===== src/inc/qec_pkg.sv =====
// Package for the quadrature encoder control block: register map, field layout, mode codes.
// Assumes a 32-bit classic Wishbone register bus with byte addresses.
package qec_pkg;

  localparam int unsigned QEC_DW = 32;
  localparam int unsigned QEC_AW = 8;
  localparam int unsigned QEC_CTRL_W = 16;

  // Register byte offsets
  localparam logic [QEC_AW-1:0] QEC_OFS_CTRL = 8'h00;
  localparam logic [QEC_AW-1:0] QEC_OFS_INIT = 8'h04;
  localparam logic [QEC_AW-1:0] QEC_OFS_GEC = 8'h08;
  localparam logic [QEC_AW-1:0] QEC_OFS_POS = 8'h0C;
  localparam logic [QEC_AW-1:0] QEC_OFS_STAT = 8'h10;

  // Control field positions
  localparam int unsigned QEC_BIT_EN = 15;
  localparam int unsigned QEC_BIT_RSV_HI = 14;
  localparam int unsigned QEC_BIT_SIDL = 13;
  localparam int unsigned QEC_PIM_HI = 12;
  localparam int unsigned QEC_PIM_LO = 10;
  localparam int unsigned QEC_BIT_IMB = 9;
  localparam int unsigned QEC_BIT_IMA = 8;
  localparam int unsigned QEC_BIT_RSV_LO = 7;

  // Reset value and writable bits of the control register
  localparam logic [QEC_CTRL_W-1:0] QEC_CTRL_RST = 16'h0000;
  localparam logic [QEC_CTRL_W-1:0] QEC_CTRL_WMASK = 16'hBF7F;

  // Status field positions
  localparam int unsigned QEC_STAT_RUN = 0;
  localparam int unsigned QEC_STAT_HOME = 1;
  localparam int unsigned QEC_STAT_ARM = 2;
  localparam int unsigned QEC_STAT_IDX = 3;

  // Position counter initialisation modes
  typedef enum logic [2:0] {
    QEC_PIM_NONE = 3'h0,
    QEC_PIM_IDX_RST = 3'h1,
    QEC_PIM_IDX_NEXT = 3'h2,
    QEC_PIM_HOME_IDX1 = 3'h3,
    QEC_PIM_HOME_IDX2 = 3'h4,
    QEC_PIM_GEC_RST = 3'h5,
    QEC_PIM_MODULO = 3'h6,
    QEC_PIM_RSVD = 3'h7
  } qec_pim_e;

endpackage : qec_pkg


===== src/core/qec_sync.sv =====
// Pin synchroniser: three stages plus an output flip-flop per bit, output follows once stages two and three agree.
// Assumes inputs are asynchronous to sys_clk.
`timescale 1ns/1ps
`default_nettype none
module qec_sync #(
  parameter int unsigned W = 4
) (
  input wire logic sys_clk,
  input wire logic srst,
  input wire logic [W-1:0] pin_i,
  output logic [W-1:0] level_o
);
  genvar g;
  generate
    for (g = 0; g < W; g++) begin : g_bit
      logic s1_q;
      logic s2_q;
      logic s3_q;
      logic lvl_q;

      always_ff @(posedge sys_clk) begin
        if (srst) begin
          s1_q <= 1'b0;
          s2_q <= 1'b0;
          s3_q <= 1'b0;
          lvl_q <= 1'b0;
        end else begin
          s1_q <= pin_i[g];
          s2_q <= s1_q;
          s3_q <= s2_q;
          if (s2_q == s3_q) begin
            lvl_q <= s3_q;
          end
        end
      end

      assign level_o[g] = lvl_q;
    end
  endgenerate
endmodule // qec_sync
`default_nettype wire


===== src/core/qec_quad.sv =====
// Quadrature step decoder and qualified index and home edge detector.
// Assumes synchronised phase, index and home levels on sys_clk.
`timescale 1ns/1ps
`default_nettype none
module qec_quad (
  input wire logic sys_clk,
  input wire logic srst,
  input wire logic phase_a,
  input wire logic phase_b,
  input wire logic index_lvl,
  input wire logic home_lvl,
  input wire logic match_a,
  input wire logic match_b,
  output logic step_up,
  output logic step_dn,
  output logic idx_ev,
  output logic home_ev
);
  logic a_q;
  logic b_q;
  logic match_q;
  logic home_q;
  logic moved;
  logic one_phase;
  logic idx_match;

  always_ff @(posedge sys_clk) begin
    if (srst) begin
      a_q <= 1'b0;
      b_q <= 1'b0;
      match_q <= 1'b0;
      home_q <= 1'b0;
    end else begin
      a_q <= phase_a;
      b_q <= phase_b;
      match_q <= idx_match;
      home_q <= home_lvl;
    end
  end

  assign moved = (a_q ^ phase_a) | (b_q ^ phase_b);
  assign one_phase = (a_q ^ phase_a) ^ (b_q ^ phase_b);
  assign step_up = moved & one_phase & ~(a_q ^ phase_b);
  assign step_dn = moved & one_phase & (a_q ^ phase_b);
  // Index counts only with both phases at the selected levels
  assign idx_match = index_lvl & (phase_a == match_a) & (phase_b == match_b);
  assign idx_ev = idx_match & ~match_q;
  assign home_ev = home_lvl & ~home_q;
endmodule // qec_quad
`default_nettype wire


===== src/core/qec_top.sv =====
// Quadrature encoder control: control register, position counter and Wishbone slave.
// Assumes a classic Wishbone master on sys_clk and encoder pins asynchronous to it.
//
// Notes on behaviour
// - Counter enable set lets the module counters run.
// - Counter enable clear stops counters; register accesses still complete.
// - Idle stop set halts the interface while the device is idle.
// - Idle stop clear keeps the interface running while idle.
// - Init mode is bits 12..10; code 111 is reserved and acts like none.
// - Mode 110 makes the position counter wrap between zero and compare value.
// - Mode 101 clears the counter whenever it equals the compare value.
// - Mode 100 loads the init value at the second index after home.
// - Mode 011 loads the init value at the first index after home.
// - Mode 010 loads the init value at the next index event.
// - Mode 001 clears the counter at every index event.
// - Phase A match bit, bit 8, picks the phase A level for an index.
// - Control bits 14 and 7 read zero and ignore writes.
//
// The register addresses and the Wishbone register port were decided locally.
`timescale 1ns/1ps
`default_nettype none
module qec_top #(
  parameter int unsigned POS_W = 32
) (
  input wire logic sys_clk,
  input wire logic srst,
  input wire logic wb_cyc_i,
  input wire logic wb_stb_i,
  input wire logic wb_we_i,
  input wire logic [qec_pkg::QEC_AW-1:0] wb_adr_i,
  input wire logic [qec_pkg::QEC_DW-1:0] wb_dat_i,
  input wire logic [3:0] wb_sel_i,
  output logic [qec_pkg::QEC_DW-1:0] wb_dat_o,
  output logic wb_ack_o,
  input wire logic phase_a_input,
  input wire logic phase_b_input,
  input wire logic index_input,
  input wire logic home_input,
  input wire logic device_idle,
  output logic [POS_W-1:0] position_o,
  output logic running_o
);
  import qec_pkg::*;

  // Byte-lane mask from Wishbone select
  function automatic logic [QEC_DW-1:0] lane_mask(input logic [3:0] sel);
    lane_mask = {{8{sel[3]}}, {8{sel[2]}}, {8{sel[1]}}, {8{sel[0]}}};
  endfunction

  // Apply a masked write onto an old register value
  function automatic logic [QEC_DW-1:0] merge(input logic [QEC_DW-1:0] old_v, input logic [QEC_DW-1:0] new_v,
                                              input logic [QEC_DW-1:0] m);
    merge = (old_v & ~m) | (new_v & m);
  endfunction

  logic ack_q;
  logic [QEC_DW-1:0] rdat_q;
  logic [QEC_DW-1:0] rdat_d;
  logic [QEC_CTRL_W-1:0] ctrl_q;
  logic [QEC_CTRL_W-1:0] ctrl_d;
  logic [POS_W-1:0] init_q;
  logic [POS_W-1:0] init_d;
  logic [POS_W-1:0] gec_q;
  logic [POS_W-1:0] gec_d;
  logic [POS_W-1:0] pos_q;
  logic [POS_W-1:0] pos_d;
  logic home_seen_q;
  logic home_seen_d;
  logic idx_cnt_q;
  logic idx_cnt_d;
  logic next_arm_q;
  logic next_arm_d;

  logic [3:0] pins_raw;
  logic [3:0] pins_lvl;
  logic step_up;
  logic step_dn;
  logic idx_ev;
  logic home_ev;

  wire logic bus_req = wb_cyc_i & wb_stb_i & ~ack_q;
  // Writes land at the edge where the master samples ack
  wire logic bus_wr = wb_cyc_i & wb_stb_i & wb_we_i & ack_q;
  wire logic [QEC_DW-1:0] wmask = lane_mask(wb_sel_i);
  wire logic hit_ctrl = (wb_adr_i == QEC_OFS_CTRL);
  wire logic hit_init = (wb_adr_i == QEC_OFS_INIT);
  wire logic hit_gec = (wb_adr_i == QEC_OFS_GEC);
  wire logic hit_pos = (wb_adr_i == QEC_OFS_POS);
  wire logic hit_stat = (wb_adr_i == QEC_OFS_STAT);
  wire logic wr_ctrl = bus_wr & hit_ctrl;

  wire logic ctl_en = ctrl_q[QEC_BIT_EN];
  wire logic ctl_sidl = ctrl_q[QEC_BIT_SIDL];
  wire logic ctl_ima = ctrl_q[QEC_BIT_IMA];
  wire logic ctl_imb = ctrl_q[QEC_BIT_IMB];
  wire qec_pim_e pim = qec_pim_e'(ctrl_q[QEC_PIM_HI:QEC_PIM_LO]);

  // Counters run only when enabled and not halted by idle
  wire logic run = ctl_en & ~(ctl_sidl & device_idle);

  // Pin synchronisation and decoding
  assign pins_raw = {home_input, index_input, phase_b_input, phase_a_input};

  qec_sync #(
    .W(4)
  ) u_sync (
    .sys_clk(sys_clk),
    .srst(srst),
    .pin_i(pins_raw),
    .level_o(pins_lvl)
  );

  qec_quad u_quad (
    .sys_clk(sys_clk),
    .srst(srst),
    .phase_a(pins_lvl[0]),
    .phase_b(pins_lvl[1]),
    .index_lvl(pins_lvl[2]),
    .home_lvl(pins_lvl[3]),
    .match_a(ctl_ima),
    .match_b(ctl_imb),
    .step_up(step_up),
    .step_dn(step_dn),
    .idx_ev(idx_ev),
    .home_ev(home_ev)
  );

  // Step value of the counter, with wrap in modulo mode
  wire logic is_mod = (pim == QEC_PIM_MODULO);
  wire logic at_gec = (pos_q == gec_q);
  wire logic at_zero = (pos_q == '0);
  wire logic [POS_W-1:0] pos_inc = (is_mod && at_gec) ? '0 : pos_q + 1'b1;
  wire logic [POS_W-1:0] pos_dec = (is_mod && at_zero) ? gec_q : pos_q - 1'b1;
  wire logic [POS_W-1:0] pos_step = step_up ? pos_inc : (step_dn ? pos_dec : pos_q);

  // Index, home and compare driven initialisation
  wire logic ev_idx_rst = idx_ev & (pim == QEC_PIM_IDX_RST);
  wire logic ev_gec_rst = (pim == QEC_PIM_GEC_RST) & at_gec;
  wire logic ev_next = idx_ev & (pim == QEC_PIM_IDX_NEXT) & next_arm_q;
  wire logic ev_home1 = idx_ev & (pim == QEC_PIM_HOME_IDX1) & home_seen_q;
  wire logic ev_home2 = idx_ev & (pim == QEC_PIM_HOME_IDX2) & home_seen_q & idx_cnt_q;
  wire logic ev_load = ev_next | ev_home1 | ev_home2;
  wire logic home_first = idx_ev & (pim == QEC_PIM_HOME_IDX2) & home_seen_q & ~idx_cnt_q;
  wire logic [QEC_CTRL_W-1:0] ctrl_wr_val = wb_dat_i[QEC_CTRL_W-1:0];
  wire logic arm_on_write = wr_ctrl & wb_sel_i[1] & (ctrl_wr_val[QEC_PIM_HI:QEC_PIM_LO] == QEC_PIM_IDX_NEXT);

  always_comb begin
    pos_d = pos_q;
    if (run) begin
      if (ev_idx_rst || ev_gec_rst) begin
        pos_d = '0;
      end else if (ev_load) begin
        pos_d = init_q;
      end else begin
        pos_d = pos_step;
      end
    end
  end

  always_comb begin
    home_seen_d = home_seen_q;
    idx_cnt_d = idx_cnt_q;
    if (run) begin
      if (ev_home1 || ev_home2) begin
        home_seen_d = 1'b0;
        idx_cnt_d = 1'b0;
      end else if (home_first) begin
        idx_cnt_d = 1'b1;
      end
      // A home edge in the same cycle as a load still arms
      if (home_ev) begin
        home_seen_d = 1'b1;
        idx_cnt_d = 1'b0;
      end
    end
  end

  always_comb begin
    next_arm_d = next_arm_q;
    if (run && ev_next) begin
      next_arm_d = 1'b0;
    end
    if (arm_on_write) begin
      next_arm_d = 1'b1;
    end
  end

  // Register writes
  wire logic [QEC_DW-1:0] ctrl_ext = {{(QEC_DW-QEC_CTRL_W){1'b0}}, ctrl_q};
  wire logic [QEC_DW-1:0] ctrl_m = merge(ctrl_ext, wb_dat_i, wmask);
  assign ctrl_d = wr_ctrl ? (ctrl_m[QEC_CTRL_W-1:0] & QEC_CTRL_WMASK) : ctrl_q;
  assign init_d = (bus_wr && hit_init) ? POS_W'(merge(QEC_DW'(init_q), wb_dat_i, wmask)) : init_q;
  assign gec_d = (bus_wr && hit_gec) ? POS_W'(merge(QEC_DW'(gec_q), wb_dat_i, wmask)) : gec_q;

  // Status word
  logic [QEC_DW-1:0] stat_w;
  always_comb begin
    stat_w = '0;
    stat_w[QEC_STAT_RUN] = run;
    stat_w[QEC_STAT_HOME] = home_seen_q;
    stat_w[QEC_STAT_ARM] = next_arm_q;
    stat_w[QEC_STAT_IDX] = pins_lvl[2];
  end

  // Read multiplexer, unmapped offsets read zero
  always_comb begin
    rdat_d = '0;
    if (hit_ctrl) begin
      rdat_d = ctrl_ext;
    end else if (hit_init) begin
      rdat_d = QEC_DW'(init_q);
    end else if (hit_gec) begin
      rdat_d = QEC_DW'(gec_q);
    end else if (hit_pos) begin
      rdat_d = QEC_DW'(pos_q);
    end else if (hit_stat) begin
      rdat_d = stat_w;
    end
  end

  always_ff @(posedge sys_clk) begin
    if (srst) begin
      ack_q <= 1'b0;
      rdat_q <= '0;
    end else begin
      ack_q <= bus_req;
      if (bus_req && !wb_we_i) begin
        rdat_q <= rdat_d;
      end
    end
  end

  always_ff @(posedge sys_clk) begin
    if (srst) begin
      ctrl_q <= QEC_CTRL_RST;
      init_q <= '0;
      gec_q <= '0;
      pos_q <= '0;
    end else begin
      ctrl_q <= ctrl_d;
      init_q <= init_d;
      gec_q <= gec_d;
      pos_q <= pos_d;
    end
  end

  always_ff @(posedge sys_clk) begin
    if (srst) begin
      home_seen_q <= 1'b0;
      idx_cnt_q <= 1'b0;
      next_arm_q <= 1'b0;
    end else begin
      home_seen_q <= home_seen_d;
      idx_cnt_q <= idx_cnt_d;
      next_arm_q <= next_arm_d;
    end
  end

  assign wb_ack_o = ack_q;
  assign wb_dat_o = rdat_q;
  assign position_o = pos_q;
  assign running_o = run;
endmodule // qec_top
`default_nettype wire


===== config.mk =====
export PLATFORM = sky130hd
export DESIGN_NAME = qec_top
export DESIGN_NICKNAME = d
export VERILOG_FILES = /design/src/inc/qec_pkg.sv /design/src/core/qec_sync.sv /design/src/core/qec_quad.sv /design/src/core/qec_top.sv
export SDC_FILE = /design/constraint.sdc
export NUM_CORES = 1
export LEC_CHECK = 0
export ABC_AREA = 1
export BUFFER_PORTS_ARGS = -buffer_cell sky130_fd_sc_hd__buf_2
export CAP_MARGIN = 20
export CORE_MARGIN = 5
export CORE_UTILIZATION = 35
export DETAILED_ROUTE_END_ITERATION = 8
export PLACE_DENSITY = 0.51
export SYNTH_ARGS = -nofsm -noshare
export SYNTH_HDL_FRONTEND = slang
export SYNTH_SLANG_ARGS = --single-unit

===== constraint.sdc =====
create_clock -name sys_clk -period 2.8 [get_ports sys_clk]
set_input_delay 0.56 -clock sys_clk [delete_from_list [all_inputs] [get_ports sys_clk]]
set_output_delay 0.56 -clock sys_clk [all_outputs]
set_load 0.01 [all_outputs]

== Yosys cells after proc, flatten, opt, wreduce, memory -nomap -nowiden ==
Cells that the tools add are included.
Word-level totals
  output and inout port bits: 66
  register bits after elaboration: 166
  logic and storage cells: 132
  input bits: 54
Operators by class
  bitwise gates (word level): 47
  add/sub/neg operators: 2
  muxes and demuxes: 18
  equality and inequality tests: 18
  reduce and logical (&&, ||, !) cells: 18
Operator list (number)
  $mux 32: 10
  $and 32x32->32: 3
  $or 32x32->32: 2
  $add 32x1->32 const B: 1
  $eq 32x32->1: 1
  $logic_not 32->1: 1
  $not 32->32: 1
  $sub 32x1->32 const B: 1
  $and 1x1->1: 26
  $and 16x16->16: 1
  $eq 8x4->1 const B: 2
  $or 16x16->16: 1
  $eq 3x2->1 const B: 3
  $eq 3x3->1 const B: 3
  $eq 8x3->1 const B: 1
  $eq 8x5->1 const B: 1
  $logic_not 8->1: 1
  $mux 1: 7
  $eq 1x1->1: 6
  $logic_and 1x1->1: 6
  $not 1->1: 6
  $reduce_and 2->1: 3
  $mux 4: 1
  $reduce_bool 2->1: 2
  7 further kinds: 13

== Depth between registers and ports, before layout ==
Gate-level depths: netlist of run 1.
  depth after elaboration: 10
  mapped depth: 16
  mapped depth without buffers: 15

== Modules after synthesis ==
From an unflattened synthesis of run 1, not the netlist that was laid out.
Second synthesis, totals
  cell total of the unflattened synthesis: 1602
  area, all modules: 10322.4 um2
By module, submodules not included
  qec_top: cells an instance 1504, times used 1, seq. area each 2922.8 um2, area each 9584.2 um2
  qec_sync: cells an instance 58, times used 1, seq. area each 320.3 um2, area each 510.5 um2
  qec_quad: cells an instance 40, times used 1, seq. area each 80.1 um2, area each 227.7 um2

== Least setup slack after synthesis of run 1 ==
Ideal clock, no wire load.
  kind: register to register
  start point: register pos_q[0], in the netlist position_o[0]
  end point: register pos_q[30], in the netlist position_o[30]
  arrival time: 1883 ps
  clock period less this slack: 1997 ps
  stages on the path, launching flop included: 13
  slack: 803 ps
  required time: 2685 ps
  setup time: 115 ps
  buffers on the path: 0
  cells stage by stage: dfxtp_1 > ha_1 > nand3_1 > nor2_1 > nand3_1 > nor2_1 > nand2_1 > o21ai_0 > inv_1 > nand3_1 > nand3_1 > a21oi_1 > nor2_1
Between the ends
  word-level cells in the longest chain between the ends: 7
  elaborated cells on any way between the ends: 16
  classes of those cells: add/sub: 2; eq/ne: 1; mux: 6; bitwise: 1; reduce/logical: 6
Ends and longest elaborated chain
  start, declared: line qec_top.sv:65  | logic [POS_W-1:0] pos_q;
  start signal, assigned: line qec_top.sv:243  | pos_q <= pos_d;
  parallel branches: the longest is 7 deep, another holds $sub 32x1->32
Several ways; the timed one is not identified. The select of a mux whose other input is x is not followed.
A chain may end at the register's enable or synchronous reset.

== Worst setup path after layout of run 1 ==
  start point: register pos_q[12], in the netlist position_o[12]
  end point: register pos_q[21], in the netlist position_o[21]
The elaborated chain is that of the path after synthesis.

==> metrics.yaml, run 1 <==
timing:
  tns_ps: 0
  rsz0062_at_grt: "false"
  fin_crit_ps: 2607
  finalSetupViolations: 0
  worst_slew_pin_slew_ps: 1028
  skew_ps: 16.49
  relSlewSlack_pct: 31.42
  hold_viol: 0
  drv_slew: 0
  fin_crit_sh_pct: 93.12
  clock.fmax_mhz: 383.5
global_route:
  gr-total-overflow: 0
  track_usage_pct: 24.40
  grt_max_degree: 96
  grt_pass1_wl_um: 63350
  antenna_found_initial: 1
  grt_pass1_vias: 10590
route:
  drc_errors: 0
  drt-initial-drc-count: 1023
  post_drt_wl_per_cell_um: 19.25
  viasPerCell: 5.249
  num_vias: 11220
  ant_nets: 0
  wirelength_um: 41150
  firstDrtPassIters: 6
pwr:
  pwr-share-seq_pct: 46.8
  clock_power_share_pct: 49.2
  p_int_mw: 3.805
  combPwrFrac_pct: 4.0
  max-vdd-ir-drop_mv: 0.3493
  p_leak_nw: 5.438
  p_per_area_nw_per_um2: 422.9
  power.switching_mw: 1.280
  p_sw_share_pct: 25.18
logic_synthesis:
  synth_area_um2: 10250
  ys_ff_latch: 166
  synth_flop_cell: "dfxtp_1"
  yosysUniqueCellTypes: 40
  ys_warn_count: 0
  synth_edf_count: 0
  yosysTopAreaCell: "dfxtp_1"
  syn_inst: 1626
  synth_top_cell_area_share_pct: 32.41
  syn_nets: 1682
  postSynth.asyncResetShare_pct: 0
  ys_seq_area_share_pct: 32.41
  ys_top_cells_by_area: "dfxtp_1, nand2_1, a21oi_1"
  syn_avg_cell_area_um2: 6.306
clock_network:
  cts_tree: "done"
  clockBufferDepth: 2
  clkTransAtPathRegs_ps: 70
  h-tree-depth: 4
  root_buffer: "clkbuf_16"
  clkSinkCount: 166
  hold_buffers: 0
  cts_made_buffers: 17
  clock_latency_ps: 430
floorplanning:
  rows: 62
  core_um2: 28780
  ios: 120
  die_w_um: 181.2
  start_util_pct: 35.63
  dieHeight_um: 181.2
  die_area_um2: 32820
worst_setup_path:
  cp_cell_sequence: "inv_1 > nor3_1 > nand2_1 > nor2_2 > nand2_1 > xor2_1 > nand2_1 > nand2_1 > nand2_1 > nand2_1 > nand2_1 > a21oi_1"
  worstPathRequired_ps: 3110
  crit_buf_inv: 1
  cp-start-kind: "flop"
  slowest_stage: "nor3_1"
  critPathMaxStageDelay_ps: 580
  cpMostUsedCell: "nand2_1"
  worstSetupEndpointType: "flop"
  cp_max_fo: 8
  cp_top_family: "simple AND/OR/NAND/NOR gates"
  cp.arrival_ps: 2910
  rrSetupSlack_ps: 190
  path_class: "reg -> reg"
final_layout:
  syn_to_final_growth_pct: 17.29
  final_area_um2: 12030
  nets: 1796
  drive_gt1_share_pct: 14.83
  nFillCells: 3126
place:
  dp_hpwl_um: 31550
  io_buffers: 119
  gp_congestion: 0.9538
  place_area_um2: 11400
hold_path:
  hp-class: "in -> reg"
status:
  status: "finished clean"
run:
  maxCapViolations: 0
## cells by family (layout without fill, tap and decap cells)
group                      after synthesis  in the layout  share of synthesized area (%)
adders and majority gates                2              2                         0.2440
other                                    0              1                              0
AOI/OAI and AO/OA                      352            352                          19.00
xor gates and xnor gates                59             59                          5.040
buffers and inverters                  277            404                          11.70
DFF                                    166            166                          32.41
and+or+nand+nor                        770            770                          31.60
## Yosys cell counts (10+ instances only)
cell type / count
buf_6: 10
nand4_1: 25
buf_2: 35
buf_4: 11
xor2_1: 37
a21oi_1: 176
nor3_1: 17
nand3_1: 107
clkbuf_1: 42
xnor2_1: 22
o21ai_0: 113
nand2_1: 419
o221ai_1: 23
nor2_1: 174
inv_1: 171
o211ai_1: 21
dfxtp_1: 166
## timing repair
| item | 4_1_cts | 5_1_grt |
|---|---|---|
| endpoints found under the setup margin | 0 | 6 |
| buffers inserted | 0 | 0 |
| gates resized for setup | 0 | 3 |
## layout by cell type, fill, tap and decap left out, types with 37 or more instances in the layout
master,n
nor2_1,172
a21oi_1,175
buf_4,71
nand2_1,419
inv_1,170
dfxtp_1,166
xor2_1,37
nand3_1,107
o21ai_0,113
buf_2,119
## worst paths after layout
| path | cells after the start | endpoint | startpoint |
|---|---|---|---|
| setup / recovery | 12 | position_o[21] | position_o[12] |
| hold / removal | 3 | u_sync.g_bit[1].s1_q | phase_b_input |
| setup reg to reg | 12 | position_o[21] | position_o[12] |
| hold reg to reg | 2 | u_sync.g_bit[2].s2_q | u_sync.g_bit[2].s1_q |
## through the flow
stage               hold WS [ps]  util, %  cells  total power, mW  setup WS, ps
floorplan                  388.3        -   1626            2.532         802.7
global placement           390.7    39.61   2105            2.638         38.59
detailed placement         395.7    39.61   2105            2.637         73.35
CTS                        317.2    41.74   2137            5.139         72.97
global route               328.5    41.79   2138            5.257         2.660
finish                     330.4    41.79   2138            5.085         192.6
## power groups by stage
stage / sequential, mW / combinational (mW) / clock, mW
3_3_place_gp: 2.44 / 0.201 / 0
4_1_cts: 2.38 / 0.201 / 2.56
6_report: 2.38 / 0.202 / 2.50
5_1_grt: 2.38 / 0.221 / 2.65
2_1_floorplan: 2.44 / 0.0927 / 0
3_5_place_dp: 2.44 / 0.200 / 0
## tightest hold or removal path: cells and delay by family
family / cells / cell delay (ps)
and+or+nand+nor: 1 / 60
buffers and inverters: 2 / 100
## metal layers
| metal | GRT usage [%] | wire (um) | vias up |
|---|---|---|---|
| met5 | 0 | 0 | - |
| met4 | 7.115 | 1050 | 0 |
| met3 | 2.534 | 2327 | 57 |
| met2 | 36.08 | 17370 | 402 |
| met1 | 37.29 | 20400 | 5241 |
| li1 | - | - | 5522 |
## cell type report
cell class	count	area, um2	share of cell area (%)
Antenna cell	1	2.502	0.02081
Clock buffer	18	429.2	3.568
Timing Repair Buffer	193	1189	9.884
Inverter	179	671.9	5.587
Sequential cell	166	3323	27.63
Multi-Input combinational cell	1183	5744	47.76
Tap cell	384	480.5	3.995
Clock inverter	14	186.4	1.550
(Power assumes the default switching activity.)
==> run 2, diff against run 1 <==
- CTS_CLUSTER_SIZE: unset -> 12
- PLACE_DENSITY: 0.51 -> 0.53
- clock period: 2.8 -> 2.3 ns (I/O delays scaled with it)
==> metrics.yaml, run 2 (synthesized netlist as in run 1, its figures left out) <==
status:
  status: "finished clean"  # unchanged
worst_setup_path:
  cp-start-kind: "flop"  # unchanged
  reg2reg_depth: 16  # was 12
  cp_max_fo: 6  # was 8
  worstPathRequired_ps: 2570  # was 3110 ps
  rrSetupSlack_ps: 120  # was 190 ps
  worstSetupEndpointType: "flop"  # unchanged
  cp-endpoint: "position_o[24]"  # was position_o[21]
  r2r-end: "position_o[24]"  # was position_o[21]
  reg2reg_from: "position_o[15]"  # was position_o[12]
  cp.arrival_ps: 2450  # was 2910 ps
  crit_path_start: "position_o[15]"  # was position_o[12]
  path_class: "reg -> reg"  # unchanged
pwr:
  max-vdd-ir-drop_mv: 0.4545  # was 0.3493 mV
  p_per_area_nw_per_um2: 484.4  # was 422.9 nW/um2
  p_leak_nw: 5.738  # was 5.438 nW
floorplanning:
  dieHeight_um: 181.2  # unchanged
  die_w_um: 181.2  # unchanged
  ios: 120  # unchanged
  start_util_pct: 35.63  # unchanged
  core_um2: 28780  # unchanged
  die_area_um2: 32820  # unchanged
  rows: 62  # unchanged
timing:
  finalSetupViolations: 0  # unchanged
  fin_crit_ps: 2175  # was 2607 ps
  skew_ps: 16.52  # was 16.49 ps
  clock.fmax_mhz: 459.8  # was 383.5 MHz
  rsz0062_at_grt: "true"  # was false
  hold_viol: 0  # unchanged
  relSlewSlack_pct: 34.86  # was 31.42%
  drv_slew: 0  # unchanged
  fin_crit_sh_pct: 94.57  # was 93.12%
  tns_ps: 0  # unchanged
  worst_slew_pin_slew_ps: 976.0  # was 1028 ps
place:
  gp_congestion: 0.9164  # was 0.9538
  io_buffers: 119  # unchanged
  dp_hpwl_um: 32180  # was 31550 um
  place_area_um2: 11740  # was 11400 um2
final_layout:
  final_area_um2: 12570  # was 12030 um2
  mostFrequentLayoutCells: "nand2_1, a21oi_1, inv_1"  # was nand2_1, a21oi_1, nor2_1
  drive_gt1_share_pct: 19.21  # was 14.83%
  num_antenna_cells: 0  # was 1
  nets: 1839  # was 1796
  syn_to_final_growth_pct: 22.62  # was 17.29%
  final_common_cell: "nand2_1"  # unchanged
route:
  post_drt_wl_per_cell_um: 19.54  # was 19.25 um
  ant_nets: 0  # unchanged
  firstDrtPassIters: 5  # was 6
  wirelength_um: 42590  # was 41150 um
  viasPerCell: 5.239  # was 5.249
  num_vias: 11420  # was 11220
  drc_errors: 0  # unchanged
  drt-initial-drc-count: 1135  # was 1023
clock_network:
  clkTransAtPathRegs_ps: 80  # was 70 ps
  clkSinkCount: 166  # unchanged
  root_buffer: "clkbuf_16"  # unchanged
  cts_made_buffers: 17  # unchanged
  clock_latency_ps: 430  # about the same
  clockBufferDepth: 2  # unchanged
  cts_tree: "done"  # unchanged
  h-tree-depth: 4  # unchanged
  hold_buffers: 0  # unchanged
global_route:
  grt_max_degree: 69  # was 96
  grt_pass1_vias: 10610  # was 10590
  antenna_found_initial: 0  # was 1
  track_usage_pct: 25.00  # was 24.40%
  grt_pass1_wl_um: 65040  # was 63350 um
  gr-total-overflow: 0  # unchanged
run:
  maxCapViolations: 0  # unchanged
hold_path:
  hp-class: "in -> reg"  # unchanged
## run 2: cell types whose count changed in the layout (fill, tap and decap cells not counted), moves of 10 or more
| cell | delta |
|---|---|
| nor2_1 | -15 |
| nor2_2 | +13 |
| buf_12 | +10 |
| buf_4 | +31 |
| dfxtp_2 | +17 |
| dfxtp_1 | -17 |
## run 2: area by class of cell
| type | count | area (um2) |
|---|---|---|
| repair buffers | 235 | 1633 |
| flip-flops and latches | 166 | 3344 |
| clock buffers | 18 | 439.2 |
| inverters | 179 | 674.4 |
| well taps | 384 | 480.5 |
| clock inverters | 14 | 153.9 |
| multi-input cells | 1184 | 5848 |
| fillers | 3077 | 16210 |
## run 2: worst min path at each step
| stage | to | slack, ps | from | cells past startpoint |
|---|---|---|---|---|
| detailed placement | u_sync.g_bit[2].s2_q | 400 | u_sync.g_bit[2].s1_q | 2 |
| global route | u_sync.g_bit[2].s1_q | 230 | index_input | 3 |
| CTS | u_sync.g_bit[1].s1_q | 220 | phase_b_input | 3 |
| finish | u_sync.g_bit[2].s1_q | 230 | index_input | 3 |
| floorplan | u_sync.g_bit[0].s2_q | 390 | u_sync.g_bit[0].s1_q | 2 |
| global placement | u_sync.g_bit[2].s2_q | 390 | u_sync.g_bit[2].s1_q | 2 |
## run 2: worst max-delay path, cell delays in order, from the launching register on
cell and delay (ps):
dfxtp_1 470, buf_4 200, nand2_1 130, nor3_1 160, buf_4 150, nand2_1 60, nor2_1 180, buf_4 160
nand3_1 60, nand2_1 70, inv_1 40, nand2_1 40, nand2_1 50, nand2_1 50, nand2_1 60, nand2_1 80
a21oi_1 50
## run 2: repair_timing
item / 4_1_cts / 5_1_grt
setup endpoints to repair: 3 / 32
buffers inserted: 0 / 13
pin swaps: 0 / 7
resized for setup: 3 / 46
gates cloned: 0 / 1
## run 2: metrics by stage
stage          utilization [%]  hold slack [ps]  setup slack (ps)  power (mW)  std cells
6_report                 43.69            228.4             125.0       6.091       2180
5_1_grt                  43.69            232.0            -6.331       6.277       2180
4_1_cts                  42.91            219.3             20.81       6.123       2166
3_3_place_gp             40.80            391.6            -47.84       3.219       2134
3_5_place_dp             40.80            395.8            -53.71       3.219       2134
2_1_floorplan                -            388.3             302.7       3.083       1626
## run 2: metal layers
| layer | routed length [um] | track usage [%] |
|---|---|---|
| met1 | 20690 | 38.97 |
| met2 | 18000 | 36.57 |
| met3 | 3073 | 3.016 |
| met4 | 833 | 5.584 |
| met5 | 0 | 0 |
## run 2: report_power, final
| group | total, mW | internal [mW] | switching [mW] |
|---|---|---|---|
| combinational | 0.256 | 0.0854 | 0.171 |
| sequential | 2.90 | 2.89 | 0.00914 |
| clock | 2.94 | 1.49 | 1.45 |
==> run 3, diff against run 2 <==
--- a/constraint.sdc
+++ b/constraint.sdc
@@ -3,2 +3,2 @@
 set_output_delay 0.46 -clock sys_clk [all_outputs]
-set_load 0.01 [all_outputs]
+set_load 0.05 [all_outputs]
==> metrics.yaml, run 3 (synthesized netlist as in run 1, its figures left out) <==
final_layout:
  syn_to_final_growth_pct: 21.40  # was 22.62%
  nets: 1831  # was 1839
  final_common_cell: "nand2_1"  # unchanged
  nFillCells: 3105  # was 3077
  mostFrequentLayoutCells: "nand2_1, a21oi_1, inv_1"  # unchanged
  drive_gt1_share_pct: 17.79  # was 19.21%
  num_antenna_cells: 0  # unchanged
global_route:
  antenna_found_initial: 0  # unchanged
  gr-total-overflow: 0  # unchanged
  gr-max-usage-layer: "met1"  # unchanged
  grt_pass1_wl_um: 63160  # was 65040 um
  grt_max_degree: 96  # was 69
  track_usage_pct: 24.20  # was 25.00%
  use_met2_pct: 35.72  # was 36.57%
  grt_pass1_vias: 10620  # was 10610
  use_met3_pct: 3.660  # was 3.016%
  grt_util_met1_pct: 36.43  # was 38.97%
run:
  maxCapViolations: 0  # unchanged
floorplanning:
  start_util_pct: 35.63  # unchanged
  ios: 120  # unchanged
  core_um2: 28780  # unchanged
  die_area_um2: 32820  # unchanged
  die_w_um: 181.2  # unchanged
  dieHeight_um: 181.2  # unchanged
  rows: 62  # unchanged
pwr:
  power_mw: 6.108  # was 6.091 mW
  p_leak_nw: 5.678  # was 5.738 nW
  max-vdd-ir-drop_mv: 0.4007  # was 0.4545 mV
  p_per_area_nw_per_um2: 490.7  # was 484.4 nW/um2
clock_network:
  root_buffer: "clkbuf_16"  # unchanged
  hold_buffers: 0  # unchanged
  clkSinkCount: 166  # unchanged
  clockBufferDepth: 2  # unchanged
  h-tree-depth: 4  # unchanged
  clkTransAtPathRegs_ps: 70  # was 80 ps
  clock_latency_ps: 440  # was 430 ps
  cts_made_buffers: 17  # unchanged
  cts_tree: "done"  # unchanged
timing:
  clock.fmax_mhz: 471.8  # was 459.8 MHz
  hold_viol: 0  # unchanged
  fin_crit_sh_pct: 92.16  # was 94.57%
  skew_ps: 20.16  # was 16.52 ps
  worst_slew_pin_slew_ps: 940.2  # was 976.0 ps
  relSlewSlack_pct: 37.25  # was 34.86%
  drv_slew: 0  # unchanged
  finalSetupViolations: 0  # unchanged
  setup_slack_ps: 180.3  # was 125.0 ps
  fin_crit_ps: 2120  # was 2175 ps
worst_setup_path:
  path_class: "reg -> reg"  # unchanged
  cp-start-kind: "flop"  # unchanged
  crit_buf_inv: 3  # was 4
  critPathMaxStageDelay_ps: 500  # was 470 ps
  cp_max_fo: 8  # was 6
  worstSetupEndpointType: "flop"  # unchanged
  worstPathRequired_ps: 2610  # was 2570 ps
  cp_top_family: "simple AND/OR/NAND/NOR gates"  # unchanged
  cp_cell_sequence: "nand3_1 > nor2_1 > nand3_2 > inv_1 > nand2_2 > nand2_1 > buf_4 > nor2_1 > nor2_1 > nand2_1 > inv_1 > nor2_1 > nor2_1 > nor2_1"  # was buf_4 > nand2_1 > nor3_1 > buf_4 > nand2_1 > nor2_1 > buf_4 > nand3_1 > nand2_1 > inv_1 > nand2_1 > nand2_1 > nand2_1 > nand2_1 > nand2_1 > a21oi_1
  slowest_stage: "dfxtp_1"  # unchanged
  cpMostUsedCell: "nor2_1"  # was nand2_1
  cp.arrival_ps: 2430  # was 2450 ps
  rrSetupSlack_ps: 180  # was 120 ps
route:
  firstDrtPassIters: 5  # unchanged
  post_drt_wl_per_cell_um: 18.96  # was 19.54 um
  ant_nets: 0  # unchanged
  num_vias: 11290  # was 11420
  drc_errors: 0  # unchanged
  wirelength_um: 41190  # was 42590 um
  drt-initial-drc-count: 1147  # was 1135
  viasPerCell: 5.200  # was 5.239
place:
  gp_congestion: 0.9526  # was 0.9164
  pre_cts_slack_ps: -54.56  # was -53.71 ps
  io_buffers: 119  # unchanged
  dp_hpwl_um: 31750  # was 32180 um
hold_path:
  min-delay-start: "index_input"  # unchanged
  hp-class: "in -> reg"  # unchanged
status:
  status: "finished clean"  # unchanged
[run 3: cell count changes in the layout (fill, tap and decap cells not counted), sizes merged]
cell      delta
buf          -7
clkinv       -2
bufinv       +1
clkinvlp     +1
nand4        -1
[run 3: final timing paths]
check | to | cells after the start
setup / recovery | position_o[17] | 14
hold / removal | u_sync.g_bit[2].s1_q | 3
setup reg to reg | position_o[17] | 14
hold reg to reg | u_sync.g_bit[2].s2_q | 2
[run 3: routing by layer]
layer  up-vias  share of wire (%)
met5         -                  0
met4         0                2.2
met3        61                6.6
met2       439                 42
met1      5202                 49
li1       5592                  -
[run 3: timing repair]
action                                  in CTS  in global routing
endpoints found under the setup margin       5                 28
pin swaps                                    0                  2
buffers inserted                             0                  2
gates resized for setup                      2                 27
gates cloned                                 0                  0
[run 3: power breakdown]
| group | leakage (nW) | switching [mW] | internal, mW |
|---|---|---|---|
| clock network | 0.284 | 1.38 | 1.55 |
| logic | 4.05 | 0.198 | 0.0847 |
| registers | 1.35 | 0.00861 | 2.89 |
[run 3: worst reg2reg max path, cell delays in order, from the launching register on]
cell     delay (ps)
dfxtp_1         500
nand3_1         260
nor2_1          220
nand3_2         120
inv_1            80
nand2_2          90
nand2_1         100
buf_4           160
nor2_1           50
nor2_1           90
nand2_1          60
inv_1            80
nor2_1           50
nor2_1          100
nor2_1           50
[run 3: final cells by class]
cell class                      count  area (um2)  share of cell area, %
Multi-Input combinational cell   1183        5774                  46.39
Sequential cell                   166        3343                  26.86
Timing Repair Buffer              228        1589                  12.77
Inverter                          179       671.9                  5.398
Tap cell                          384       480.5                  3.860
Clock buffer                       18       429.2                  3.448
Clock inverter                     14       160.2                  1.287
[run 3: metrics by stage]
| stage | util [%] | instance area (um2) | hold WS, ps | std cells | setup TNS, ps |
|---|---|---|---|---|---|
| 2_1_floorplan | - | 10250 | 388.3 | 1626 | 0 |
| 3_3_place_gp | 40.91 | 11770 | 390.9 | 2138 | -14.20 |
| 3_5_place_dp | 40.91 | 11770 | 397.8 | 2138 | -336.7 |
| 4_1_cts | 42.98 | 12370 | 207.0 | 2170 | 0 |
| 5_1_grt | 43.25 | 12450 | 226.3 | 2172 | -9.250 |
| 6_report | 43.25 | 12450 | 221.2 | 2172 | 0 |
